===== src/include/bdport_pkg.sv =====
package bdport_pkg;

    // port geometry
    localparam int PORT_WIDTH = 8;
    localparam int ADDR_WIDTH = 4;
    localparam int PWM_CHANNELS = 3;
    localparam int PWM_FIRST_PIN = 5;

    // register offsets
    localparam logic [3:0] OFS_PIN_LEVELS = 4'h0;
    localparam logic [3:0] OFS_OUTPUT_LATCH = 4'h1;
    localparam logic [3:0] OFS_PIN_DIRECTION = 4'h2;
    localparam logic [3:0] OFS_PORT_E_DIRECTION = 4'h3;
    localparam logic [3:0] OFS_HOST_DATA = 4'h4;
    localparam logic [3:0] OFS_PORT_STATUS = 4'h5;

    // field positions in port_e_direction
    localparam int SLAVE_PORT_ENABLE_BIT = 4;
    localparam logic [7:0] PORT_E_WRITE_MASK = 8'h17;

    // field positions in port status
    localparam int STAT_SLAVE_ACTIVE_BIT = 0;
    localparam int STAT_PWM_MULTI_BIT = 1;
    localparam int STAT_HOST_WROTE_BIT = 2;

    // values after reset
    localparam logic [7:0] RST_OUTPUT_LATCH = 8'h00;
    localparam logic [7:0] RST_PIN_DIRECTION = 8'hff;
    localparam logic [7:0] RST_PORT_E_DIRECTION = 8'h07;
    localparam logic [7:0] RST_HOST_DATA = 8'h00;
    localparam logic [7:0] RST_READ_DATA = 8'h00;

    // pwm output modes: single, full forward, half bridge, full reverse
    localparam logic [1:0] PWM_MODE_SINGLE = 2'h0;

    typedef struct packed {
        logic [ADDR_WIDTH-1:0] addr;
        logic [PORT_WIDTH-1:0] wrData;
        logic wrStb;
        logic rdStb;
    } bdport_bus_type;

    typedef struct packed {
        logic [1:0] mode;
        logic [PWM_CHANNELS-1:0] chanEn;
        logic [PWM_CHANNELS-1:0] chanVal;
    } bdport_pwm_type;

    typedef struct packed {
        logic rdSel;
        logic wrSel;
    } bdport_host_type;

    typedef enum {
        BDPORT_PORT_MODE,
        BDPORT_SLAVE_IDLE,
        BDPORT_SLAVE_READ,
        BDPORT_SLAVE_WRITE
    } bdport_mode_type;

endpackage


===== src/rtl/bdport_pin_mux.sv =====
`timescale 1ns/100ps
module bdport_pin_mux
    import bdport_pkg::*;
(
    // pin control
    input wire logic dirBit,
    input wire logic latchBit,
    // slave port overlay
    input wire logic slaveRead,
    input wire logic slaveWrite,
    // pwm overlay
    input wire logic pwmEn,
    input wire logic pwmVal,
    // pad
    output logic padOut,
    output logic padOe
);

    always_comb begin
        if (pwmEn) begin
            // pwm beats port and slave data
            padOut = pwmVal;
            padOe = 1'b1;
        end else if (slaveRead) begin
            // host read drives latch, direction ignored
            padOut = latchBit;
            padOe = 1'b1;
        end else if (slaveWrite) begin
            // host write makes pin an input
            padOut = 1'b0;
            padOe = 1'b0;
        end else begin
            // direction 1 releases, 0 drives latch
            padOut = latchBit;
            padOe = ~dirBit;
        end
    end

endmodule // bdport_pin_mux


===== src/rtl/bdport_top.sv =====
`timescale 1ns/100ps
module bdport_top
    import bdport_pkg::*;
#(
    parameter int WIDTH = PORT_WIDTH
)
(
    // clock and reset
    input wire logic mclk,
    input wire logic srst,
    // register port
    input wire bdport_bus_type bus,
    output logic [7:0] rdData,
    // host microprocessor strobes
    input wire bdport_host_type host,
    // pwm unit outputs
    input wire bdport_pwm_type pwm,
    // pads
    input wire logic [WIDTH-1:0] padIn,
    output logic [WIDTH-1:0] padOut,
    output logic [WIDTH-1:0] padOe,
    // status
    output logic slavePortActive
);

    ////////////////////////////////////////////////////////////////////////////
    // declarations

    logic [WIDTH-1:0] outputLatch_reg;
    logic [WIDTH-1:0] outputLatch_next;
    logic [WIDTH-1:0] pinDirection_reg;
    logic [WIDTH-1:0] pinDirection_next;
    logic [7:0] portEDirection_reg;
    logic [7:0] portEDirection_next;
    logic [WIDTH-1:0] hostData_reg;
    logic hostWrote_reg;
    logic hostWrote_next;
    logic [7:0] rdData_reg;
    logic [7:0] rdData_next;
    bdport_mode_type mode_reg;
    bdport_mode_type mode_next;
    logic slavePortEnable;
    logic pwmMultiOut;
    logic slaveActive;
    logic slaveRead;
    logic slaveWrite;
    logic [WIDTH-1:0] pwmEnVec;
    logic [WIDTH-1:0] pwmValVec;
    logic [7:0] statusByte;

    ////////////////////////////////////////////////////////////////////////////
    // address decode

    function automatic logic regHit(input logic [ADDR_WIDTH-1:0] addr,
                                    input logic [3:0] ofs);
        regHit = (addr == ofs);
    endfunction

    function automatic logic [7:0] widen(input logic [WIDTH-1:0] value);
        widen = 8'(value);
    endfunction

    ////////////////////////////////////////////////////////////////////////////
    // mode selection

    assign slavePortEnable = portEDirection_reg[SLAVE_PORT_ENABLE_BIT];
    assign pwmMultiOut = (pwm.mode != PWM_MODE_SINGLE);
    assign slaveActive = slavePortEnable & ~pwmMultiOut;
    assign slavePortActive = slaveActive;

    always_comb begin
        mode_next = mode_reg;
        if (!slaveActive) begin
            mode_next = BDPORT_PORT_MODE;
        end else if (host.wrSel) begin
            mode_next = BDPORT_SLAVE_WRITE;
        end else if (host.rdSel) begin
            mode_next = BDPORT_SLAVE_READ;
        end else begin
            mode_next = BDPORT_SLAVE_IDLE;
        end
    end

    always_ff @(posedge mclk) begin
        if (srst) begin
            mode_reg <= BDPORT_PORT_MODE;
        end else begin
            mode_reg <= mode_next;
        end
    end

    // write strobe wins if the host asserts both
    assign slaveWrite = slaveActive & host.wrSel;
    assign slaveRead = slaveActive & host.rdSel & ~host.wrSel;

    ////////////////////////////////////////////////////////////////////////////
    // pwm channel placement

    always_comb begin
        pwmEnVec = '0;
        pwmValVec = '0;
        for (int i = 0; i < PWM_CHANNELS; i++) begin
            pwmEnVec[PWM_FIRST_PIN + i] = pwm.chanEn[i];
            pwmValVec[PWM_FIRST_PIN + i] = pwm.chanVal[i];
        end
    end

    ////////////////////////////////////////////////////////////////////////////
    // output latch

    always_comb begin
        outputLatch_next = outputLatch_reg;
        if (bus.wrStb && (regHit(bus.addr, OFS_OUTPUT_LATCH) ||
                          regHit(bus.addr, OFS_PIN_LEVELS))) begin
            // both the latch and the port address land in the latch
            outputLatch_next = bus.wrData[WIDTH-1:0];
        end
    end

    always_ff @(posedge mclk) begin
        if (srst) begin
            outputLatch_reg <= WIDTH'(RST_OUTPUT_LATCH);
        end else begin
            outputLatch_reg <= outputLatch_next;
        end
    end

    ////////////////////////////////////////////////////////////////////////////
    // direction registers

    always_comb begin
        pinDirection_next = pinDirection_reg;
        if (bus.wrStb && regHit(bus.addr, OFS_PIN_DIRECTION)) begin
            pinDirection_next = bus.wrData[WIDTH-1:0];
        end
    end

    always_ff @(posedge mclk) begin
        if (srst) begin
            pinDirection_reg <= WIDTH'(RST_PIN_DIRECTION);
        end else begin
            pinDirection_reg <= pinDirection_next;
        end
    end

    always_comb begin
        portEDirection_next = portEDirection_reg;
        if (bus.wrStb && regHit(bus.addr, OFS_PORT_E_DIRECTION)) begin
            // flag bits above are not writable here
            portEDirection_next = bus.wrData & PORT_E_WRITE_MASK;
        end
    end

    always_ff @(posedge mclk) begin
        if (srst) begin
            portEDirection_reg <= RST_PORT_E_DIRECTION;
        end else begin
            portEDirection_reg <= portEDirection_next;
        end
    end

    ////////////////////////////////////////////////////////////////////////////
    // host write capture

    always_ff @(posedge mclk) begin
        if (srst) begin
            hostData_reg <= WIDTH'(RST_HOST_DATA);
        end else if (slaveWrite) begin
            hostData_reg <= padIn;
        end
    end

    always_comb begin
        hostWrote_next = hostWrote_reg;
        if (bus.rdStb && regHit(bus.addr, OFS_HOST_DATA)) begin
            hostWrote_next = 1'b0;
        end
        // a new host byte wins over the clear
        if (slaveWrite) begin
            hostWrote_next = 1'b1;
        end
    end

    always_ff @(posedge mclk) begin
        if (srst) begin
            hostWrote_reg <= 1'b0;
        end else begin
            hostWrote_reg <= hostWrote_next;
        end
    end

    ////////////////////////////////////////////////////////////////////////////
    // register read

    always_comb begin
        statusByte = '0;
        statusByte[STAT_SLAVE_ACTIVE_BIT] = slaveActive;
        statusByte[STAT_PWM_MULTI_BIT] = pwmMultiOut;
        statusByte[STAT_HOST_WROTE_BIT] = hostWrote_reg;
    end

    always_comb begin
        rdData_next = RST_READ_DATA;
        if (bus.rdStb) begin
            case (bus.addr)
                OFS_PIN_LEVELS: rdData_next = widen(padIn);
                OFS_OUTPUT_LATCH: rdData_next = widen(outputLatch_reg);
                OFS_PIN_DIRECTION: rdData_next = widen(pinDirection_reg);
                OFS_PORT_E_DIRECTION: rdData_next = portEDirection_reg;
                OFS_HOST_DATA: rdData_next = widen(hostData_reg);
                OFS_PORT_STATUS: rdData_next = statusByte;
                default: rdData_next = RST_READ_DATA;
            endcase
        end
    end

    always_ff @(posedge mclk) begin
        if (srst) begin
            rdData_reg <= RST_READ_DATA;
        end else begin
            rdData_reg <= rdData_next;
        end
    end

    assign rdData = rdData_reg;

    ////////////////////////////////////////////////////////////////////////////
    // pin drivers

    generate
        for (genvar p = 0; p < WIDTH; p++) begin : g_pin
            bdport_pin_mux u_mux (
                .dirBit(pinDirection_reg[p]),
                .latchBit(outputLatch_reg[p]),
                .slaveRead(slaveRead),
                .slaveWrite(slaveWrite),
                .pwmEn(pwmEnVec[p]),
                .pwmVal(pwmValVec[p]),
                .padOut(padOut[p]),
                .padOe(padOe[p])
            );
        end
    endgenerate

    ////////////////////////////////////////////////////////////////////////////
    // checks

    a_dir_input_release: assert property (
        @(posedge mclk) disable iff (srst)
        (pinDirection_reg == '1 && !slaveRead && pwm.chanEn == '0) |-> (padOe == '0))
        else $error("input pin still driven");

    a_dir_output_drive: assert property (
        @(posedge mclk) disable iff (srst)
        (!slaveActive && pwm.chanEn == '0)
            |-> (padOe == ~pinDirection_reg && (padOut & padOe) == (outputLatch_reg & padOe)))
        else $error("output pin not driven from latch");

    a_latch_write_store: assert property (
        @(posedge mclk) disable iff (srst)
        (bus.wrStb && bus.addr == OFS_OUTPUT_LATCH)
            |=> (outputLatch_reg == $past(bus.wrData[WIDTH-1:0])))
        else $error("latch write lost");

    a_latch_read_back: assert property (
        @(posedge mclk) disable iff (srst)
        (bus.rdStb && bus.addr == OFS_OUTPUT_LATCH && !bus.wrStb)
            |=> (rdData == widen($past(outputLatch_reg))))
        else $error("latch read not latch value");

    a_reset_all_input: assert property (
        @(posedge mclk)
        $fell(srst) |-> (pinDirection_reg == '1 && padOe == pwmEnVec && !slaveActive))
        else $error("pins not inputs after reset");

    a_slave_read_drive: assert property (
        @(posedge mclk) disable iff (srst)
        (slaveRead && pwm.chanEn == '0) |-> (padOe == '1 && padOut == outputLatch_reg))
        else $error("slave read not driving latch");

    a_slave_write_input: assert property (
        @(posedge mclk) disable iff (srst)
        (slaveWrite && pwm.chanEn == '0) |-> (padOe == '0) ##1 (hostData_reg == $past(padIn)))
        else $error("slave write not taken as input");

    a_pwm_blocks_slave: assert property (
        @(posedge mclk) disable iff (srst)
        (pwm.mode != PWM_MODE_SINGLE) |-> (!slavePortActive && !slaveRead && !slaveWrite))
        else $error("slave port active under multi pwm");

    a_pwm_override_pin: assert property (
        @(posedge mclk) disable iff (srst)
        pwm.chanEn[0] |-> (padOe[PWM_FIRST_PIN] && padOut[PWM_FIRST_PIN] == pwm.chanVal[0]))
        else $error("pwm channel not on its pin");

    a_port_read_pins: assert property (
        @(posedge mclk) disable iff (srst)
        (bus.rdStb && bus.addr == OFS_PIN_LEVELS) |=> (rdData == widen($past(padIn))))
        else $error("port read not pin levels");

    a_enable_from_reg: assert property (
        @(posedge mclk) disable iff (srst)
        (bus.wrStb && bus.addr == OFS_PORT_E_DIRECTION && bus.wrData[SLAVE_PORT_ENABLE_BIT]
            && pwm.mode == PWM_MODE_SINGLE)
            |=> (slavePortActive || pwm.mode != PWM_MODE_SINGLE))
        else $error("slave enable not set");

    a_mode_host_write: assert property (
        @(posedge mclk) disable iff (srst)
        slaveWrite |=> (mode_reg == BDPORT_SLAVE_WRITE))
        else $error("mode not host write");

    a_host_flag_set: assert property (
        @(posedge mclk) disable iff (srst)
        slaveWrite |=> hostWrote_reg)
        else $error("host byte flag not set");

    a_read_data_idle: assert property (
        @(posedge mclk) disable iff (srst)
        !bus.rdStb |=> (rdData == RST_READ_DATA))
        else $error("read data not cleared");

    a_port_e_mask: assert property (
        @(posedge mclk) disable iff (srst)
        (bus.wrStb && bus.addr == OFS_PORT_E_DIRECTION)
            |=> (portEDirection_reg == ($past(bus.wrData) & PORT_E_WRITE_MASK)))
        else $error("port e direction write wrong");

    a_pwm_pin_place: assert property (
        @(posedge mclk) disable iff (srst)
        (!slaveActive && pinDirection_reg == '1)
            |-> (padOe == (WIDTH'(pwm.chanEn) << PWM_FIRST_PIN)))
        else $error("pwm channels not on upper pins");

endmodule // bdport_top


===== config.mk =====
export PLATFORM = sky130hd
export DESIGN_NAME = bdport_top
export DESIGN_NICKNAME = d
export VERILOG_FILES = /design/src/include/bdport_pkg.sv /design/src/rtl/bdport_pin_mux.sv /design/src/rtl/bdport_top.sv
export SDC_FILE = /design/constraint.sdc
export NUM_CORES = 1
export LEC_CHECK = 0
export ABC_AREA = 1
export BUFFER_PORTS_ARGS = -buffer_cell sky130_fd_sc_hd__clkbuf_2
export CAP_MARGIN = 20
export CORE_MARGIN = 10
export CORE_UTILIZATION = 51
export DETAILED_ROUTE_END_ITERATION = 10
export PLACE_DENSITY_LB_ADDON = 0.3
export SLEW_MARGIN = 40
export SYNTH_ARGS = -nofsm -noshare
export SYNTH_HDL_FRONTEND = slang
export SYNTH_SLANG_ARGS = --single-unit

===== constraint.sdc =====
create_clock -name mclk -period 1.6 [get_ports mclk]
set_input_delay 0.16 -clock mclk [delete_from_list [all_inputs] [get_ports mclk]]
set_output_delay 0.16 -clock mclk [all_outputs]
set_load 0.01 [all_outputs]

==> key figures <==
Status
  • Status: completed

Yosys
  • Cells after Synth: 278
  • Top-area cell type share of the netlist area: 38.6%
  • Synth Area per Inst: 6.90 µm²
  • Synth cell count leaders: 48 x nand2_1, 41 x nand3_1, 37 x dfxtp_1, 33 x nor2_1, 32 x inv_1
  • Syn_nets: 312
  • Sequential fraction of the synthesis area: 38.6%
  • Post-Syn Area: 1920 µm²
  • Post-synthesis register bit count: 37
  • Top post-synthesis cells by area: dfxtp_1 39%, nand3_1 11%, nand2_1 9.4%
  • Top_reg_cell synth: dfxtp_1
  • Top-count cell post-synth: nand2_1
  • Post-synth EDFFs: 0
  • Cell taking the most area after synthesis: dfxtp_1
  • Synth unique cells: 19
  • YS warnings: 0
  • Synth async-reset ratio: 0%

Worst setup path
  • Worst Path Required: 1.44 ns
  • CP Class: reg -> out
  • CP Data Arrival Time: 1.36 ns
  • Worst Setup End Kind: primary output
  • Max FO, Critical Path: 8
  • CP Launch Type: register

Placement
  • Dpl hpwl: 3880 µm
  • GP Congestion: 0.828
  • Port Buffers: 58
  • Place WS: 0.110 ns

Die
  • Top Ports: 59
  • Chip Height: 81.3 µm
  • Initial core utilization: 52.4%
  • Die width: 81.3 µm
  • Area of the die: 6610 µm²
  • Core area: 3660 µm²
  • Placement row count: 22

Clock tree
  • Clk slew on worst S/H paths: 0.07 ns
  • Worst-Skew Late Latency: 0.29 ns
  • Root Driver: clkbuf_8
  • Clk buf depth: 2
  • Hold_buf cts: 0
  • Inserted Clock Buffers: 5
  • Htree depth: 2
  • CTS sink cnt: 37
  • CTS tree: built

Final layout
  • Final #Nets: 358
  • ANT cells: 0
  • Share of post-route cells with drive strength above 1: 26.5%
  • Area grow syn2layout: 19.4%

Power and ir drop
  • Pleak: 1.14 nW
  • PD cells: 832 nW/µm²
  • Design Power: 1.91 mW
  • Maximum vdd drop: 0.443 mV

STA
  • Final Critical Period: 1.52 ns
  • Skew final: 0.00659 ns
  • Max-slew headroom: 70.9%
  • Crit share post-route: 95.2%
  • Hold Violations, Final: 0
  • Least-Margin Pin Slew: 0.436 ns
  • Post-Route Setup TNS: 0 ns
  • Final setup fails: 0
  • Slew Limit Fails: 0
  • Setup WS post-layout: 0.0773 ns
  • Max frequency: 657 MHz
  • Final hold slack: 0.0361 ns

Drt
  • DR WL met3: 413 µm
  • # DRC: 0
  • Routed WL: 5100 µm
  • WL met2: 2490 µm
  • WL/cell: 13.7 µm
  • 1st-pass router iterations: 4
  • DRT iter0 DRCs: 159
  • Met1 WL: 2110 µm
  • Top Metal Used: met4
  • Routed Antenna Nets: 0
  • Avg Vias per Cell: 5.01
  • Routed vias: 1867

Global routing
  • Initial antenna violation count: 0
  • Vias in the first global route: 1775
  • Overflow after GRT: 0
  • First-pass GRT wire length: 8270 µm
  • Largest net degree at the start of global routing: 20
  • Global Route Usage Sum: 15.6%

Min path
  • Hold WC Path Type: in -> reg

Job
  • Maxcap violations: 0
cells by family (layout without fill, tap and decap cells):
kind of cell | Yosys count | in the layout | synth area share (%)
and+or+nand+nor | 130 | 130 | 31.2
DFF | 37 | 37 | 38.6
buffers and inverters | 59 | 106 | 15.7
AOI/OAI and AO/OA | 52 | 52 | 14.5
stage by stage:
| stage | utilization [%] | cells | instance area [µm²] |
|---|---|---|---|
| CTS | 61.5 | 372 | 2250 |
| floorplan | - | 278 | 1920 |
| global placement | 58.4 | 364 | 2140 |
| global route | 62.6 | 373 | 2290 |
| finish | 62.6 | 373 | 2290 |
| detailed placement | 58.4 | 364 | 2140 |
critical path, stage by stage, from the launching register on:
cell and delay (ns):
dfxtp_2 0.35, inv_1 0.08, nor2_4 0.21, nand3_4 0.15, o211ai_1 0.12, clkbuf_2 0.17
cell usage in the layout (no fill, tap or decap), drive strengths merged:
cell type / netlist / routed
o211ai: 4 / 4
o21ai: 31 / 31
inv: 34 / 34
nand2: 50 / 50
o31ai: 3 / 3
nor2: 39 / 39
a21oi: 14 / 14
nand3: 41 / 41
dfxtp: 37 / 37
buf: 22 / 6
clkinv: 0 / 1
clkbuf: 3 / 65
cell type report:
type	instances	area [µm²]
inverter	34	133
timing repair buffer	64	335
fill	373	1370
tap	48	60.1
sequential	37	742
multi-input combinational	182	920
clock buffer	7	96.3
clock inverter	1	5.00
worst paths after layout:
kind,start,endpoint,slack [ns],cells past startpoint
worst max-delay path,portEDirection_reg[4],padOe[5],0.08,5
worst max register to register,portEDirection_reg[4],hostData_reg[7],0.50,5
worst min register to register,hostData_reg[3],hostData_reg[3],0.45,2
worst min-delay path,srst,hostWrote_reg,0.04,2
power breakdown:
part | switching [mW] | internal, mW | total (mW)
Clock | 0.330 | 0.389 | 0.720
Combinational | 0.147 | 0.0890 | 0.236
Sequential | 0.00992 | 0.940 | 0.949
Total | 0.488 | 1.42 | 1.91
layer usage:
layer | up-vias | global-route usage (%)
met4 | 0 | 5.19
met3 | 10 | 5.30
met1 | 825 | 18.2
met5 | - | 0
met2 | 55 | 26.3
li1 | 977 | -
timing repair:
item,4_1_cts,5_1_grt
setup endpoints to repair,13,16
pin swaps,0,2
cloned,0,0
endpoints found under the hold margin,0,0
setup buffers,0,1
gates resized for setup,3,6
No activity file was read; power rests on OpenSTA's default activity.
